===== config.mk =====
export PLATFORM = sky130hd
export DESIGN_NAME = gudc_generic_updown_counter
export DESIGN_NICKNAME = d
export VERILOG_FILES = /design/src/gudc_edge_sync.v /design/src/gudc_generic_updown_counter.v
export VERILOG_INCLUDE_DIRS = /design/src
export SDC_FILE = /design/constraint.sdc
export NUM_CORES = 1
export LEC_CHECK = 0
export BUFFER_PORTS_ARGS = -buffer_cell sky130_fd_sc_hd__buf_2
export CORE_AREA = 8 8 154 156
export DETAILED_ROUTE_END_ITERATION = 10
export DIE_AREA = 0 0 162 164
export SLEW_MARGIN = 10
export SYNTH_ARGS = -nofsm -noshare
export SYNTH_HDL_FRONTEND = slang
export SYNTH_HIERARCHICAL = 1
export SYNTH_SLANG_ARGS = --single-unit

===== constraint.sdc =====
create_clock -name CLK -period 8.6 [get_ports CLK]
set_input_delay 0.43 -clock CLK [delete_from_list [all_inputs] [get_ports CLK]]
set_output_delay 0.43 -clock CLK [all_outputs]
set_load 0.05 [all_outputs]

===== src/gudc_defs.vh =====
`ifndef GUDC_DEFS_VH
`define GUDC_DEFS_VH

// count width and range limits
`define GUDC_CNT_W        31
`define GUDC_CNT_MAX      31'h7FFFFFFF
`define GUDC_CNT_ZERO     31'h00000000
// preset default
`define GUDC_PRESET_RST   31'h00002710
// operation setting codes
`define GUDC_OP_W         3
`define GUDC_OP_ON        3'h1
`define GUDC_OP_OFF       3'h5
// operator command codes
`define GUDC_CMD_CANCEL   1'h0
`define GUDC_CMD_ACT      1'h1

`endif


===== src/gudc_edge_sync.v =====
`timescale 1ns/1ps
`default_nettype none

// two-flop synchroniser followed by a rising edge detector
module gudc_edge_sync (
    input  wire CLK,
    input  wire RST_N,
    input  wire din,
    output wire level,
    output wire rise
);
    reg meta_reg;
    reg sync_reg;
    reg last_reg;

    // first stage feeds only the second stage
    always @(posedge CLK or negedge RST_N) begin
        if (!RST_N) begin
            meta_reg <= 1'b0;
            sync_reg <= 1'b0;
            last_reg <= 1'b0;
        end else begin
            meta_reg <= din;
            sync_reg <= meta_reg;
            last_reg <= sync_reg;
        end
    end

    assign level = sync_reg;
    assign rise  = sync_reg & ~last_reg;
endmodule

`default_nettype wire


===== src/gudc_generic_updown_counter.v =====
`timescale 1ns/1ps
`default_nettype none
`include "gudc_defs.vh"

module gudc_generic_updown_counter (
    input  wire                       CLK,
    input  wire                       RST_N,
    input  wire                       UP_PULSE_IN,
    input  wire                       DOWN_PULSE_IN,
    input  wire                       RESET_IN,
    input  wire                       LOAD_IN,
    input  wire                       RESET_CMD,
    input  wire                       LOAD_CMD,
    input  wire [`GUDC_OP_W-1:0]      OPERATION,
    input  wire [`GUDC_CNT_W-1:0]     PRESET_VALUE,
    input  wire                       NV_VALID,
    input  wire [`GUDC_CNT_W-1:0]     NV_COUNT,
    output reg  [`GUDC_CNT_W-1:0]     COUNT_VALUE,
    output reg                        AT_OR_ABOVE_PRESET,
    output reg                        COUNT_AT_ZERO,
    output reg                        NV_WRITE,
    output reg  [`GUDC_CNT_W-1:0]     NV_WDATA
);
    // restore sequence states
    localparam ST_WAIT = 1'b0;
    localparam ST_RUN  = 1'b1;

    // synchronised pin views
    wire                   up_rise;
    wire                   down_rise;
    wire                   reset_lvl;
    wire                   load_lvl;

    // decoded requests, steps and status
    wire                   enabled;
    wire                   restored;
    wire                   cmd_reset;
    wire                   cmd_load;
    wire                   reset_req;
    wire                   load_req;
    wire                   up_only;
    wire                   down_only;
    wire                   at_max;
    wire                   at_zero;
    wire                   up_step;
    wire                   down_step;
    wire [`GUDC_CNT_W-1:0] count_inc;
    wire [`GUDC_CNT_W-1:0] count_dec;
    wire                   preset_hit;
    wire                   zero_hit;
    wire                   count_moves;

    // count and restore state
    reg  [`GUDC_CNT_W-1:0] count_reg;
    reg  [`GUDC_CNT_W-1:0] count_next;
    reg                    state_reg;
    reg                    state_next;

    // pins arrive from outside the clock domain
    gudc_edge_sync u_up (
        .CLK   (CLK),
        .RST_N (RST_N),
        .din   (UP_PULSE_IN),
        .level (),
        .rise  (up_rise)
    );

    gudc_edge_sync u_down (
        .CLK   (CLK),
        .RST_N (RST_N),
        .din   (DOWN_PULSE_IN),
        .level (),
        .rise  (down_rise)
    );

    gudc_edge_sync u_reset (
        .CLK   (CLK),
        .RST_N (RST_N),
        .din   (RESET_IN),
        .level (reset_lvl),
        .rise  ()
    );

    gudc_edge_sync u_load (
        .CLK   (CLK),
        .RST_N (RST_N),
        .din   (LOAD_IN),
        .level (load_lvl),
        .rise  ()
    );

    // any code other than on counts as off, the safe reading
    assign enabled = (OPERATION == `GUDC_OP_ON);

    // commands are already on this clock and need no sync
    assign cmd_reset = (RESET_CMD == `GUDC_CMD_ACT);
    assign cmd_load  = (LOAD_CMD == `GUDC_CMD_ACT);

    // either source forces the count
    assign reset_req = cmd_reset || reset_lvl;
    assign load_req  = cmd_load || load_lvl;

    // an edge on one side only; two at once cancel out
    assign up_only   = up_rise && !down_rise;
    assign down_only = down_rise && !up_rise;

    // range ends, checked before stepping so the count never wraps
    assign at_max  = (count_reg == `GUDC_CNT_MAX);
    assign at_zero = (count_reg == `GUDC_CNT_ZERO);

    // a step is taken only inside the range
    assign up_step   = up_only && !at_max;
    assign down_step = down_only && !at_zero;

    // one incrementer and one decrementer, picked in the chain below
    assign count_inc = count_reg + 31'h00000001;
    assign count_dec = count_reg - 31'h00000001;

    // restore done once the retained value has been taken over
    assign restored = (state_reg == ST_RUN);

    // restore sequence: wait for the store, then run for good
    always @* begin
        state_next = state_reg;
        case (state_reg)
            ST_WAIT: begin
                if (NV_VALID) begin
                    state_next = ST_RUN;
                end
            end
            ST_RUN: begin
                state_next = ST_RUN;
            end
            default: begin
                state_next = ST_WAIT;
            end
        endcase
    end

    // next count, priority reset > load > counting
    always @* begin
        count_next = count_reg;
        if (!restored) begin
            // take over the retained value once after each reset
            if (NV_VALID) begin
                count_next = NV_COUNT;
            end
        end else if (enabled) begin
            if (reset_req) begin
                count_next = `GUDC_CNT_ZERO;
            end else if (load_req) begin
                count_next = PRESET_VALUE;
            end else if (up_step) begin
                count_next = count_inc;
            end else if (down_step) begin
                count_next = count_dec;
            end else begin
                count_next = count_reg;
            end
        end
    end

    // status from the value about to be stored, so both move together
    assign preset_hit = enabled && (count_next >= PRESET_VALUE);
    assign zero_hit   = enabled && (count_next == `GUDC_CNT_ZERO);

    // write through only on change, to spare store endurance
    assign count_moves = restored && (count_next != count_reg);

    // restore state survives until the next reset
    always @(posedge CLK or negedge RST_N) begin
        if (!RST_N) begin
            state_reg <= ST_WAIT;
        end else begin
            state_reg <= state_next;
        end
    end

    // count state
    always @(posedge CLK or negedge RST_N) begin
        if (!RST_N) begin
            count_reg <= `GUDC_CNT_ZERO;
        end else begin
            count_reg <= count_next;
        end
    end

    // retained-store write port; data follows the count every cycle
    always @(posedge CLK or negedge RST_N) begin
        if (!RST_N) begin
            NV_WRITE <= 1'b0;
            NV_WDATA <= `GUDC_CNT_ZERO;
        end else begin
            NV_WRITE <= count_moves;
            NV_WDATA <= count_next;
        end
    end

    // status outputs registered with the count
    always @(posedge CLK or negedge RST_N) begin
        if (!RST_N) begin
            COUNT_VALUE        <= `GUDC_CNT_ZERO;
            AT_OR_ABOVE_PRESET <= 1'b0;
            COUNT_AT_ZERO      <= 1'b0;
        end else begin
            COUNT_VALUE        <= count_next;
            AT_OR_ABOVE_PRESET <= preset_hit;
            COUNT_AT_ZERO      <= zero_hit;
        end
    end
endmodule

`default_nettype wire


## After elaboration in Yosys (flattened, before gate mapping)

Cells that the tools add are included.

| storage, ports and cells | value |
|---|---|
| logic and storage cells | 50 |
| flip-flop bits (word level) | 45 |
| bits of input ports | 74 |
| output and inout port bits | 65 |

| operators by class | value |
|---|---|
| reduce and logical (&&, ||, !) cells | 15 |
| order comparisons | 1 |
| bitwise logic cells | 5 |
| add/subtract/negate cells | 2 |
| multiplexer cells | 9 |
| eq/ne operators | 3 |

Operators with widths:

| kind | number |
|---|---|
| $mux 31 | 7 |
| $logic_not 31->1 | 2 |
| $add 31x1->31 const B | 1 |
| $eq 31x31->1 const B | 1 |
| $ge 31x31->1 | 1 |
| $ne 31x31->1 | 1 |
| $sub 31x1->31 const B | 1 |
| $logic_and 1x1->1 | 7 |
| $logic_not 1->1 | 4 |
| $eq 3x1->1 const B | 1 |
| $not 1->1 | 3 |
| $and 1x1->1 | 2 |
| $logic_or 1x1->1 | 2 |
| $pmux 1 s2 | 1 |
| $mux 1 | 1 |

## Longest topological paths before layout

| depth | value |
|---|---|
| depth in word-level cells | 13 |
| depth in mapped cells | 19 |
| mapped depth without buffers | 18 |

## By module

The synthesis kept the hierarchy.

By module, submodules not included:

| module | times used | seq. area each (um2) | area each (um2) | cells an instance |
|---|---|---|---|---|
| gudc_generic_updown_counter | 1 | 875.8 | 5884.4 | 819 |
| gudc_edge_sync | 4 | 75.1 | 88.8 | 4 |

## Worst setup path before layout

Ideal clock, no wire load.

| timing path | value |
|---|---|
| path type | reg2reg |
| start | register, netlist name COUNT_VALUE[22] |
| end | register AT_OR_ABOVE_PRESET |
| buffers on the path | 1 |
| slack | 4.189 ns |
| library setup time | 0.134 ns |
| arrival time | 4.277 ns |
| period minus slack after synthesis | 4.411 ns |
| data required time | 8.466 ns |
| stages on the path, launching flop included | 19 |
| path through | dfrtp_1 > buf_2 > nand4_2 > or4_1 > o31ai_1 > o21ai_0 > a21oi_1 > a21oi_1 > a221oi_1 > ha_1 > nor2b_1 > o21a_1 > o21a_1 > o21a_1 > o21a_1 > o21ai_0 > a211oi_1 > o21ai_0 > a21oi_1 |

RTL lines:

| item | RTL line | source |
|---|---|---|
| end signal: assignment | gudc_generic_updown_counter.v:207 | `AT_OR_ABOVE_PRESET <= preset_hit;` |
| end: declaration | gudc_generic_updown_counter.v:19 | `output reg AT_OR_ABOVE_PRESET,` |

==> metrics.log <==
INFO  metric status = complete, no violations
INFO  metric drt_pre_antenna_iters = 6
INFO  metric antenna-diode-count = 0
INFO  metric clock_latency = 0.31 ns
INFO  metric min_period_over_period = 65.4%
INFO  metric arrival_worst_endpoint = 5.79 ns
INFO  metric fin_setup_tns = 0 ns
INFO  metric initial_core_util = 28.9%
INFO  metric dp_hpwl = 24700 um
INFO  metric flip_flop_count_of_the_largest_register_all_copies_and_words_added = 31
INFO  metric total_switching_power = 627 uW
INFO  metric synth_cells = ~830
INFO  metric track_usage = a little under a quarter
INFO  metric die-area = about 0.027 mm2
INFO  metric antenna_found_initial = 0
INFO  metric tritoncts.num_buffers = 5
INFO  metric slew_at_the_pin_closest_to_its_max_slew_limit = 1.17 ns
INFO  metric clk_pin_slew_worst_paths = ~0.07 ns
INFO  metric dp_worst_setup_slack = between 3 and 4 ns
INFO  metric design_internal_power = 528 uW
INFO  metric route.detailed.wl_per_inst = around 27 um
INFO  metric worst_hold_path_type = input pin to register
INFO  metric synthesis.area = 0.00616 mm2
INFO  metric cts.sink_count = 45
INFO  metric maximum_number_of_pins_on_one_net_before_global_route_repair = 46
INFO  metric grt_pass1_wl = 47100 um
INFO  metric startpoint_type = register
INFO  metric syn_avg_cell_area = 7.42 um2
INFO  metric die_wd = 162 um
INFO  metric critPathRequiredTime = 8.76 ns
INFO  metric floorplan.io_pins = 139
INFO  metric routabilityCongestion = 1.01
INFO  metric grt_setup_unrepaired = false
INFO  metric drtIter0Drc = 1480
INFO  metric post_route_cells_drive_above_1_share = 21.7%
INFO  metric cts_hold_repair.buffers = 0
INFO  metric power.clock.fraction = about 18%
INFO  metric tritoncts = built
INFO  metric ctsRootBufferMaster = clkbuf_16
INFO  metric floorplan_die_height = 164 um
INFO  metric syn-num-nets = about 940
INFO  metric totalPowerFinal = about 1.2 mW
INFO  metric final.setup.worst_slack = a little under 3 ns
INFO  metric power_switching_share = 54.3%
INFO  metric max-vdd-ir-drop = 0.0801 mV
INFO  metric core_area = between 0.02 and 0.025 mm2
INFO  metric route.vias.total = 7669
INFO  metric maxSlewHeadroom = 21.3%
INFO  metric route.antenna.remaining_nets = 0
INFO  metric worst_case_register_to_register_setup_slack = between 2 and 3 ns
INFO  metric final.setup_skew = roughly 0.0083 ns
INFO  metric finalSetupViolations = 0
INFO  metric placementRows = 54
INFO  metric drv.max_cap_violation_count = 0
INFO  metric report.final.slew_viol_count = 0
INFO  metric largest_reg_by_ff_count = COUNT_VALUE
INFO  metric port_buffers = 138
INFO  metric clock_path_buffers = 2
INFO  metric cts_htree_levels = 2
INFO  metric cts_setup_buffers = 0
INFO  metric period_minus_slack = 5.63 ns
INFO  metric yosysWarnings = 6
INFO  metric num-nets-final = 1009
INFO  metric p_comb_share = a little over half
INFO  metric path_max_fanout = 16
INFO  metric category_of_the_critical_setup_timing_path = register to register
INFO  metric avgViaCountPerCell = roughly 6.5
INFO  metric wl = 32100 um
INFO  metric power_density_normalized_to_cell_area = 165 mW/mm2
INFO  metric final_core_util = 32.8%
INFO  metric pwr-share-seq = 28.1%
INFO  metric power.leakage = between 3 and 4 nW
INFO  metric post-route-drc-count = 0
INFO  metric gr-total-overflow = 0
INFO  metric end_kind = register
INFO  metric cts_repair_resize_count = 0
INFO  metric via_count_of_the_first_global_routing_pass = around 7400
INFO  metric area_growth = 13.6%
INFO  metric timing.fmax = about 180 MHz
INFO  metric timing_hold_violations_final = 0
-- final cells by class --
class	instances	area, um2
clock buffer	7	133
timing repair buffer	153	803
fill	2339	14400
inverter	51	191
multi-input combinational	645	4390
clock inverter	1	7.51
sequential	45	1130
tap	280	350
-- critical path, cell delays in order, from the launching register on --
cell and delay (ns):
dfrtp_1 0.61, nor4_2 0.74, and3_1 0.48, and4_1 0.33, o22ai_1 0.15, o311ai_0 0.97, ha_1 0.42, nor2b_1 0.14
o21a_1 0.16, o21a_1 0.16, o21a_1 0.16, o21a_1 0.15, o21ai_0 0.57, a211oi_1 0.18, o21ai_0 0.17, a21oi_1 0.08
-- placed cells by master (no fill, tap or decap), types with 20 or more instances in the layout --
cell and n:
nor4_1 20, nand2_1 46, dfrtp_1 45, inv_1 51
nor3_1 26, a31oi_1 20, a21oi_1 54, nand3_1 28
nor2_1 50, nand4_1 24, buf_2 138, ha_1 34
o21ai_0 42
-- path summary, 6_finish.rpt --
path | to | depth (start not counted) | from
worst min-delay path | u_down/meta_reg$_DFF_PN0_ | 1 | DOWN_PULSE_IN
min in group asynchronous | COUNT_VALUE[12]$_DFF_PN0_ | 2 | RST_N
max in group asynchronous | COUNT_VALUE[24]$_DFF_PN0_ | 2 | RST_N
worst min register to register | u_reset/level$_DFF_PN0_ | 0 | u_reset/meta_reg$_DFF_PN0_
worst max-delay path | AT_OR_ABOVE_PRESET$_DFF_PN0_ | 15 | COUNT_VALUE[10]$_DFF_PN0_
worst max register to register | AT_OR_ABOVE_PRESET$_DFF_PN0_ | 15 | COUNT_VALUE[10]$_DFF_PN0_
-- through the flow --
step	instance area (um2)	std cells	hold slack (ns)
global route	7000	1182	0.219
detailed placement	6860	1174	0.336
global placement	6860	1174	0.334
floorplan	6160	831	0.134
finish	7000	1182	0.224
CTS	7000	1182	0.220
-- power by group through the flow --
| stage | registers, mW | clock network, mW | logic [mW] |
|---|---|---|---|
| 6_report | 0.325 | 0.207 | 0.623 |
| 5_1_grt | 0.328 | 0.216 | 0.655 |
| 4_1_cts | 0.320 | 0.210 | 0.608 |
| 3_5_place_dp | 0.324 | 0 | 0.605 |
| 3_3_place_gp | 0.324 | 0 | 0.612 |
| 2_1_floorplan | 0.341 | 0 | 0.408 |
-- per-layer routing --
metal / global-route usage, % / wire [um] / vias to the layer above / share of wire [%]
met2: 35.3 / 13700 / 607 / 43
met3: 5.41 / 3610 / 135 / 11
li1: - / - / 3320 / -
met5: 0 / 0 / - / 0
met4: 14.3 / 2190 / 0 / 6.8
met1: 29.7 / 12600 / 3607 / 39
Note: power is estimated with default switching activity, not from simulation.
